### config.mk
export PLATFORM = sky130hd
export DESIGN_NAME = asr_receiver
export DESIGN_NICKNAME = d
export VERILOG_FILES = /design/src/asr_pkg.sv /design/src/asr_receiver.sv
export SDC_FILE = /design/constraint.sdc
export NUM_CORES = 1
export LEC_CHECK = 0
export BUFFER_PORTS_ARGS = -buffer_cell sky130_fd_sc_hd__clkbuf_2
export CAP_MARGIN = 10
export CORE_ASPECT_RATIO = 0.7
export CORE_MARGIN = 2
export CORE_UTILIZATION = 52
export DETAILED_ROUTE_END_ITERATION = 12
export PLACE_DENSITY = 0.86
export SYNTH_ARGS = -nofsm -noshare
export SYNTH_HDL_FRONTEND = slang
export SYNTH_SLANG_ARGS = --single-unit
### constraint.sdc
create_clock -name clk -period 2.57 [get_ports clk]
set_input_delay 0.1285 -clock clk [delete_from_list [all_inputs] [get_ports clk]]
set_output_delay 0.1285 -clock clk [all_outputs]
set_load 0.01 [all_outputs]
### src/asr_pkg.sv
// Package of register offsets, field positions and timing constants for the serial receiver.
package asr_pkg;
   // ****************************************
   // Register byte offsets
   // ****************************************
   localparam logic [7:0] OFF_STATUS_CONTROL = 8'h00; // Receive status and control.
   localparam logic [7:0] OFF_BUFFER         = 8'h04; // Receive buffer (low eight data bits).
   localparam logic [7:0] OFF_BAUD           = 8'h08; // Baud divisor, high and low bytes.
   localparam logic [7:0] OFF_INT_STATUS     = 8'h0C; // Sticky event bits, clear on read.
   localparam logic [7:0] OFF_INT_MASK       = 8'h10; // Mask of the same layout.
   // ****************************************
   // Status/control field positions
   // ****************************************
   localparam int BIT_SERIAL_PORT_ENABLE  = 7; // Serial port enable.
   localparam int BIT_NINE  = 6; // Nine-bit receive select.
   localparam int BIT_SINGLE_RECEIVE_ENABLE  = 5; // Single receive enable (no effect in async).
   localparam int BIT_CONTINUOUS_RECEIVE_ENABLE  = 4; // Continuous receive enable.
   localparam int BIT_ADDR  = 3; // Address detect enable.
   localparam int BIT_FRAMING_ERROR_FLAG  = 2; // Framing error flag.
   localparam int BIT_OVERRUN_ERROR_FLAG  = 1; // Overrun error flag.
   localparam int BIT_NINTH = 0; // Received ninth bit.
   // Baud register fields.
   localparam int BIT_HIGH_BAUD = 16; // High baud select.
   localparam int BIT_WIDE_BAUD = 17; // Wide baud generator select.
   // Interrupt status fields.
   localparam int IRQ_RX   = 0; // Character delivered.
   localparam int IRQ_FRAMING_ERROR_FLAG = 1; // Framing error seen.
   localparam int IRQ_OVERRUN_ERROR_FLAG = 2; // Overrun seen.
   localparam int IRQ_W    = 3; // Width of the interrupt registers.
   // ****************************************
   // Reset values, bus answers and bit timing
   // ****************************************
   localparam logic [7:0]  RST_STATUS_CONTROL = 8'h00; // Control reset value.
   localparam logic [17:0] RST_BAUD           = 18'h00000; // Baud reset value.
   localparam logic [1:0]  RESP_OKAY          = 2'h0; // AXI okay answer.
   localparam logic [1:0]  RESP_SLVERR        = 2'h2; // AXI error for unmapped address.
   localparam logic [15:0] SAMPLE_MID         = 16'h0007; // Mid-bit tick count of 16.
   localparam logic [3:0]  TICKS_LAST         = 4'hF; // Last of 16 ticks per bit.
endpackage

### src/asr_receiver.sv
// Asynchronous serial receiver with an AXI4-Lite register slave.
//
// Design decisions made here: the AXI4-Lite register port and the address map.
`timescale 1ns/1ps
`default_nettype none
module asr_receiver (
   // Clock, reset and clock enable.
   input  wire logic        clk,
   input  wire logic        rstn,
   input  wire logic        ce,
   // Serial line.
   input  wire logic        rx_line,
   // AXI4-Lite write address.
   input  wire logic [7:0]  s_axi_awaddr,
   input  wire logic        s_axi_awvalid,
   output var  logic        s_axi_awready,
   // AXI4-Lite write data.
   input  wire logic [31:0] s_axi_wdata,
   input  wire logic [3:0]  s_axi_wstrb,
   input  wire logic        s_axi_wvalid,
   output var  logic        s_axi_wready,
   // AXI4-Lite write response.
   output var  logic [1:0]  s_axi_bresp,
   output var  logic        s_axi_bvalid,
   input  wire logic        s_axi_bready,
   // AXI4-Lite read address.
   input  wire logic [7:0]  s_axi_araddr,
   input  wire logic        s_axi_arvalid,
   output var  logic        s_axi_arready,
   // AXI4-Lite read data.
   output var  logic [31:0] s_axi_rdata,
   output var  logic [1:0]  s_axi_rresp,
   output var  logic        s_axi_rvalid,
   input  wire logic        s_axi_rready,
   // Interrupt and character interrupt.
   output var  logic        irq,
   output var  logic        rx_irq
);
   // ****************************************
   // Declarations
   // ****************************************
   typedef enum logic [3:0] {
      ST_IDLE  = 4'b0001, // Waiting for a start edge.
      ST_START = 4'b0010, // Checking the start bit at mid point.
      ST_DATA  = 4'b0100, // Shifting data bits.
      ST_STOP  = 4'b1000  // Sampling the stop bit.
   } asr_state_t;
   asr_state_t  state;        // Receiver state.
   logic [7:0]  ctrl;         // Writable control bits (7..3), flags elsewhere.
   logic [17:0] baud;         // Divisor and baud selects.
   logic [15:0] tick_cnt;     // Baud tick prescaler.
   logic        tick;         // One-cycle oversampling tick.
   logic [15:0] tick_div;     // Cycles per oversample tick minus one.
   logic [3:0]  sub_cnt;      // Ticks within a bit.
   logic [3:0]  bit_cnt;      // Data bits taken.
   logic [8:0]  shift;        // Receive shift register.
   logic [7:0]  buffer;       // Receive buffer register.
   logic        buf_full;     // Buffer holds an unread character.
   logic        ninth;        // Received ninth bit.
   logic        framing_error_flag;         // Framing error flag.
   logic        overrun_error_flag;         // Overrun error flag.
   logic [2:0]  int_status;   // Sticky events.
   logic [2:0]  int_mask;     // Event mask.
   logic        char_done;    // Stop bit sampled this cycle.
   logic        deliver;      // Character moves into the buffer.
   logic        accept;       // Character passes address filter.
   logic        port_on;      // Receiver runs.
   logic        line_high;    // Line level seen at the previous tick.
   logic        aw_held;      // Write address captured.
   logic        w_held;       // Write data captured.
   logic [7:0]  aw_addr;      // Captured write address.
   logic [31:0] w_data;       // Captured write data.
   logic [3:0]  w_strb;       // Captured strobes.
   logic        do_write;     // Write performed this cycle.
   logic        do_read;      // Read taken this cycle.
   logic [31:0] next_rdata;   // Read multiplexer.
   logic        next_rerr;    // Unmapped read.
   logic [7:0]  status_word;  // Assembled status/control value.
   logic        nine_sel;     // Nine-bit select.
   logic [3:0]  last_bit;     // Index of last data bit.

   // The port runs only with both enables set.
   assign port_on  = ctrl[asr_pkg::BIT_SERIAL_PORT_ENABLE] & ctrl[asr_pkg::BIT_CONTINUOUS_RECEIVE_ENABLE];
   assign nine_sel = ctrl[asr_pkg::BIT_NINE];
   assign last_bit = nine_sel ? 4'h8 : 4'h7;
   // In nine-bit address mode only characters with the ninth bit high are taken.
   assign accept   = !(nine_sel && ctrl[asr_pkg::BIT_ADDR]) || shift[8];
   assign char_done = tick && (state == ST_STOP) && (sub_cnt == asr_pkg::TICKS_LAST);
   // A character with a low stop bit still enters the buffer with its framing flag.
   assign deliver  = char_done && accept && !buf_full;
   // The divisor is taken as cycles per sixteenth of a bit minus one; selects scale it.
   assign tick_div = baud[asr_pkg::BIT_WIDE_BAUD] ? baud[15:0] :
                     (baud[asr_pkg::BIT_HIGH_BAUD] ? {8'h00, baud[7:0]} :
                                                     {6'h00, baud[7:0], 2'h3});
   assign status_word = {ctrl[7:3], framing_error_flag, overrun_error_flag, ninth};
   assign do_write = aw_held && w_held && !s_axi_bvalid;
   assign do_read  = s_axi_arvalid && s_axi_arready;

   // ****************************************
   // Baud tick
   // ****************************************
   // Free-running prescaler, held at zero while the port is off.
   always_ff @(posedge clk or negedge rstn) begin
      if (!rstn) begin
         tick_cnt <= 16'h0000;
         tick     <= 1'b0;
      end else if (ce) begin
         if (!port_on || tick_cnt >= tick_div) begin
            tick_cnt <= 16'h0000;
            tick     <= port_on;
         end else begin
            tick_cnt <= tick_cnt + 16'h0001;
            tick     <= 1'b0;
         end
      end
   end

   // ****************************************
   // Receive state machine
   // ****************************************
   // Samples each bit at its middle tick, LSB first.
   always_ff @(posedge clk or negedge rstn) begin
      if (!rstn) begin
         state   <= ST_IDLE;
         sub_cnt <= 4'h0;
         bit_cnt <= 4'h0;
         shift   <= 9'h000;
         line_high <= 1'b0;
      end else if (ce) begin
         if (!port_on) begin
            state   <= ST_IDLE;
            sub_cnt <= 4'h0;
            line_high <= 1'b0;
         end else if (tick) begin
            sub_cnt <= sub_cnt + 4'h1;
            // A start is a fall of the line, so a low stop bit or a break is not a start.
            line_high <= rx_line;
            unique case (state)
               ST_IDLE: begin
                  sub_cnt <= 4'h0;
                  if (!rx_line && line_high) begin
                     state <= ST_START;
                  end
               end
               ST_START: begin
                  if (sub_cnt == asr_pkg::SAMPLE_MID[3:0]) begin
                     // A start bit that went high again was a glitch.
                     if (rx_line) begin
                        state <= ST_IDLE;
                     end else begin
                        state   <= ST_DATA;
                        sub_cnt <= 4'h0;
                        bit_cnt <= 4'h0;
                     end
                  end
               end
               ST_DATA: begin
                  if (sub_cnt == asr_pkg::TICKS_LAST) begin
                     shift[bit_cnt] <= rx_line;
                     bit_cnt        <= bit_cnt + 4'h1;
                     if (bit_cnt == last_bit) begin
                        state <= ST_STOP;
                     end
                  end
               end
               ST_STOP: begin
                  if (sub_cnt == asr_pkg::TICKS_LAST) begin
                     state <= ST_IDLE;
                  end
               end
            endcase
         end
      end
   end

   // ****************************************
   // Receive buffer and flags
   // ****************************************
   // Loads the buffer, ninth bit and framing flag; a buffer read frees it.
   always_ff @(posedge clk or negedge rstn) begin
      if (!rstn) begin
         buffer   <= 8'h00;
         buf_full <= 1'b0;
         ninth    <= 1'b0;
         framing_error_flag     <= 1'b0;
      end else if (ce) begin
         if (!ctrl[asr_pkg::BIT_SERIAL_PORT_ENABLE]) begin
            buf_full <= 1'b0;
            framing_error_flag     <= 1'b0;
         end else if (deliver) begin
            buffer   <= shift[7:0];
            buf_full <= 1'b1;
            ninth    <= nine_sel ? shift[8] : 1'b0;
            framing_error_flag     <= !rx_line;
         end else if (do_read && s_axi_araddr == asr_pkg::OFF_BUFFER) begin
            buf_full <= 1'b0;
         end
      end
   end

   // Overrun: a finished character finds the buffer full.
   always_ff @(posedge clk or negedge rstn) begin
      if (!rstn) begin
         overrun_error_flag <= 1'b0;
      end else if (ce) begin
         if (!ctrl[asr_pkg::BIT_CONTINUOUS_RECEIVE_ENABLE] || !ctrl[asr_pkg::BIT_SERIAL_PORT_ENABLE]) begin
            overrun_error_flag <= 1'b0;
         end else if (char_done && accept && buf_full) begin
            overrun_error_flag <= 1'b1;
         end
      end
   end

   // ****************************************
   // Interrupts
   // ****************************************
   // Sticky events; a read clears them, but a same-cycle event survives.
   always_ff @(posedge clk or negedge rstn) begin
      if (!rstn) begin
         int_status <= 3'h0;
      end else if (ce) begin
         int_status <= ((do_read && s_axi_araddr == asr_pkg::OFF_INT_STATUS) ?
                        3'h0 : int_status) |
                       {char_done && accept && buf_full && port_on,
                        deliver && !rx_line, deliver};
      end
   end

   // Level outputs: masked status, and the character-ready interrupt.
   always_ff @(posedge clk or negedge rstn) begin
      if (!rstn) begin
         irq    <= 1'b0;
         rx_irq <= 1'b0;
      end else if (ce) begin
         irq    <= |(int_status & int_mask);
         rx_irq <= buf_full & int_mask[asr_pkg::IRQ_RX];
      end
   end

   // ****************************************
   // Write channel
   // ****************************************
   // Address and data are taken in either order, the answer after both.
   always_ff @(posedge clk or negedge rstn) begin
      if (!rstn) begin
         aw_held       <= 1'b0;
         w_held        <= 1'b0;
         aw_addr       <= 8'h00;
         w_data        <= 32'h00000000;
         w_strb        <= 4'h0;
         s_axi_awready <= 1'b0;
         s_axi_wready  <= 1'b0;
         s_axi_bvalid  <= 1'b0;
         s_axi_bresp   <= asr_pkg::RESP_OKAY;
      end else if (ce) begin
         s_axi_awready <= !aw_held && !s_axi_awready && !s_axi_bvalid;
         s_axi_wready  <= !w_held && !s_axi_wready && !s_axi_bvalid;
         if (s_axi_awvalid && s_axi_awready) begin
            aw_held <= 1'b1;
            aw_addr <= s_axi_awaddr;
         end
         if (s_axi_wvalid && s_axi_wready) begin
            w_held <= 1'b1;
            w_data <= s_axi_wdata;
            w_strb <= s_axi_wstrb;
         end
         if (do_write) begin
            aw_held      <= 1'b0;
            w_held       <= 1'b0;
            s_axi_bvalid <= 1'b1;
            s_axi_bresp  <= (aw_addr == asr_pkg::OFF_STATUS_CONTROL ||
                             aw_addr == asr_pkg::OFF_BUFFER ||
                             aw_addr == asr_pkg::OFF_BAUD ||
                             aw_addr == asr_pkg::OFF_INT_STATUS ||
                             aw_addr == asr_pkg::OFF_INT_MASK) ?
                            asr_pkg::RESP_OKAY : asr_pkg::RESP_SLVERR;
         end else if (s_axi_bvalid && s_axi_bready) begin
            s_axi_bvalid <= 1'b0;
         end
      end
   end

   // Register writes; flag bits of the control word are read only.
   always_ff @(posedge clk or negedge rstn) begin
      if (!rstn) begin
         ctrl     <= asr_pkg::RST_STATUS_CONTROL;
         baud     <= asr_pkg::RST_BAUD;
         int_mask <= 3'h0;
      end else if (ce && do_write) begin
         if (aw_addr == asr_pkg::OFF_STATUS_CONTROL && w_strb[0]) begin
            ctrl <= {w_data[7:3], 3'h0};
         end
         if (aw_addr == asr_pkg::OFF_BAUD) begin
            if (w_strb[0]) begin
               baud[7:0] <= w_data[7:0];
            end
            if (w_strb[1]) begin
               baud[15:8] <= w_data[15:8];
            end
            if (w_strb[2]) begin
               baud[17:16] <= w_data[17:16];
            end
         end
         if (aw_addr == asr_pkg::OFF_INT_MASK && w_strb[0]) begin
            int_mask <= w_data[2:0];
         end
      end
   end

   // ****************************************
   // Read channel
   // ****************************************
   // Read multiplexer; unmapped addresses answer with an error and zero.
   always_comb begin
      next_rdata = 32'h00000000;
      next_rerr  = 1'b0;
      unique case (s_axi_araddr)
         asr_pkg::OFF_STATUS_CONTROL: next_rdata = {24'h000000, status_word};
         asr_pkg::OFF_BUFFER:         next_rdata = {24'h000000, buffer};
         asr_pkg::OFF_BAUD:           next_rdata = {14'h0000, baud};
         asr_pkg::OFF_INT_STATUS:     next_rdata = {29'h00000000, int_status};
         asr_pkg::OFF_INT_MASK:       next_rdata = {29'h00000000, int_mask};
         default:                     next_rerr  = 1'b1;
      endcase
   end

   // One read at a time; address ready is offered only while idle.
   always_ff @(posedge clk or negedge rstn) begin
      if (!rstn) begin
         s_axi_arready <= 1'b0;
         s_axi_rvalid  <= 1'b0;
         s_axi_rdata   <= 32'h00000000;
         s_axi_rresp   <= asr_pkg::RESP_OKAY;
      end else if (ce) begin
         s_axi_arready <= !s_axi_arready && !s_axi_rvalid;
         if (do_read) begin
            s_axi_rvalid  <= 1'b1;
            s_axi_arready <= 1'b0;
            s_axi_rdata   <= next_rdata;
            s_axi_rresp   <= next_rerr ? asr_pkg::RESP_SLVERR : asr_pkg::RESP_OKAY;
         end else if (s_axi_rvalid && s_axi_rready) begin
            s_axi_rvalid <= 1'b0;
         end
      end
   end
endmodule // asr_receiver
`default_nettype wire

==> metrics <==
post-place setup slack 0.249 ns; LEAKAGE 3.94 nW; Pint 4.87 mW; Net Sw Frac 25.3%; period utilization 93.9%; Final ANT Viol Nets 0; Slew Limit Headroom 48.8%; sequential area share after synthesis 51.0%; Wirelength per Cell 19.5 um; Worst Slack Setup Final 0.158 ns; total core area about 13000 sq um; syn avg cell area 11.6 sq um; die width roughly 140 um; share of layout cells above drive strength 1 ~31%; cell count of the worst reg-to-reg path 8; Worst-Margin Slew 0.768 ns; initial core utilization 53.8%; hold path cells 4; Yosys reg bits 138; storage element area approximately 3500 sq um; Clk pwr share roughly 44%; Top FF cell, synth dfrtp_1; Critical Path Slowest Stage Cell dfrtp_1; placer congestion estimate 0.930; Mapped Area ~6800 sq um; Post-synth EDFFs 0; Clock Skew 0.00626 ns; Skew-Pair Late Insertion Delay 0.42 ns; Vias 5250; num rows 34; status finished, final reports clean; final setup fails 0; net switching power about 1.7 mW; CTS tree done; Synth Instances 582; share of synthesized registers carrying an async set or reset between 90% and 100%; Sum Neg Setup Slack 0 ns; CTS max path bufs 2; Startpoint Class register; Setup CP Type reg2reg; Inst Count DP 806; root buffer cell clkbuf_16; Required @ worst endpoint approximately 2.9 ns; Worst Path Arrival roughly 2.7 ns; Die Height 99.5 um; DRT iter0 DRCs a little under 600; Clock Sink Count 138; most common cell after layout, fill and taps aside dfrtp_1; Via density 6.04; min Tclk post-route about 2.4 ns; IO Pins 104; # port buffers 72; GRT Residual Overflow 0; Slew Limit Fails 0; Worst Hold Class in2reg; first-pass GRT wire length between 20 and 30 mm; max_cap viols 0; Combinational Power Share between 10% and 20%; HPWL after detailed placement around 11 mm; largest net degree at the start of global routing 57; Final Hold Vio Count 0; H-tree depth 4; Max VDD drop 0.535 mV; initial antenna violation count 0; critical path capture point type register; Hold WS 0.00620 ns; clk slew on worst S/H paths 0.06 ns; Post-CTS Setup Inserts 0; Core Util, Final 65.8%; Layout Cells excl Fill 869; Net count, final slightly below 800; gr usage total 25.1%; area of the multi-input gates approximately 3100 sq um; sequential share of power 42.8%; wirelength, routed 17.0 mm; Pwr per Cell Area 788 nW/um^2; drt first pass iters 5; DRC viols 0; area grow syn2layout 22.2%; Cell variety after synth 67; most frequent cells in the layout dfrtp_1, mux2_2, clkbuf_2; Area after DPL between 7000 and 8000 sq um; crit path max fanout 10; vias in the first global route 5294; DIE AREA 14000 sq um; ant diodes 0; number of fill cells roughly 890; worst-path cell chain buf_4, nand2_1, ha_1, a21oi_1, a21boi_0, a211oi_1, nand3_1, o32ai_2; Power Total between 6 and 7 mW; CP peak stage delay 0.36 ns; Max Clock Freq 415 MHz; Finished Cell Area 8280 sq um; number of buffers created by CTS 17; YS warnings 0
## power by group through the flow
stage	registers, mW	clock network (mW)	logic [mW]
finish	2.79	2.89	0.838
global route	2.84	3.01	0.921
detailed placement	2.82	0	0.787
floorplan	2.74	0	0.552
CTS	2.79	2.90	0.836
global placement	2.79	0	0.748
## cell usage after synthesis (4+ instances only)
cell type  count  area [sq um]
a31oi_1        4          25.0
nand2b_1       5          31.3
o31ai_1        8          60.1
xnor2_1        4          35.0
and4_1         4          35.0
nand2_1       60           225
buf_4         17           128
clkbuf_1      11          41.3
and3_1         4          25.0
mux2_2        78           878
a22o_2        10           100
a22o_1         4          35.0
o21ai_0       21           105
dfrtp_1      137          3430
nand4_1       12          75.1
nand3_1       19          95.1
nor2_1        32           120
inv_1         10          37.5
ha_1          22           275
nor3_1        13          65.1
a22oi_1        5          37.5
mux2i_1       12           120
xor2_1        11          96.3
a21oi_1       14          70.1
## cell type report
| class | instances | area share, % |
|---|---|---|
| flip-flops and latches | 138 | 41.7 |
| multi-input cells | 411 | 37.4 |
| repair buffers | 115 | 9.52 |
| clock buffers | 18 | 5.18 |
| clock inverters | 14 | 3.23 |
| well taps | 162 | 2.45 |
| inverters | 11 | 0.498 |
## metal layers
layer  global-route usage (%)  wire [um]
met4                     8.92        427
met3                     5.34       1030
met2                     40.2       8090
met5                        0          0
met1                     34.3       7410
## critical path, delay by kind of cell, from the launching register on
family	cells	cell delay, ns
AOI/OAI and AO/OA	4	1.08
DFF	1	0.36
and+or+nand+nor	2	0.35
adders and majority gates	1	0.33
buffers and inverters	1	0.18
## path summary, 6_finish.rpt
| path | start | endpoint | slack (ns) |
|---|---|---|---|
| min in group asynchronous | rstn | s_axi_rdata[1]$_DFFE_PN0P_ | 0.33 |
| min reg2reg | s_axi_rdata[6]$_DFFE_PN0P_ | s_axi_rdata[6]$_DFFE_PN0P_ | 0.49 |
| min | s_axi_bready | s_axi_bvalid$_DFFE_PN0P_ | 0.006 |
| max | baud[17]$_DFFE_PN0P_ | tick_cnt[13]$_DFFE_PN0P_ | 0.16 |
| max reg2reg | baud[17]$_DFFE_PN0P_ | tick_cnt[13]$_DFFE_PN0P_ | 0.16 |
| max in group asynchronous | rstn | baud[17]$_DFFE_PN0P_ | 1.50 |
## kinds of logic after synthesis
| logic type | share of synthesized area [%] |
|---|---|
| other cells | 0.0553 |
| xor+xnor | 1.94 |
| compound gates | 8.95 |
| simple gates | 14.0 |
| mux | 15.7 |
| buf+inv | 4.30 |
| fa+ha+maj | 4.06 |
| flops | 51.0 |
## state kept, by name, summed over array words and instances, names as in the netlist, 4 cells and up
| register | flops |
|---|---|
| ctrl | 5 |
| aw_addr | 8 |
| w_data | 18 |
| state | 4 |
| buffer | 8 |
| tick_cnt | 16 |
| baud | 18 |
| s_axi_rdata | 18 |
| bit_cnt | 4 |
| sub_cnt | 4 |
| shift | 9 |
## what timing repair did
action / in CTS / in global routing
endpoints found under the setup margin: 0 / 1
resized for setup: 0 / 2
hold endpoints to repair: 83 / 0
hold buffers: 31 / 0
Note: power is estimated with default switching activity, not from simulation.
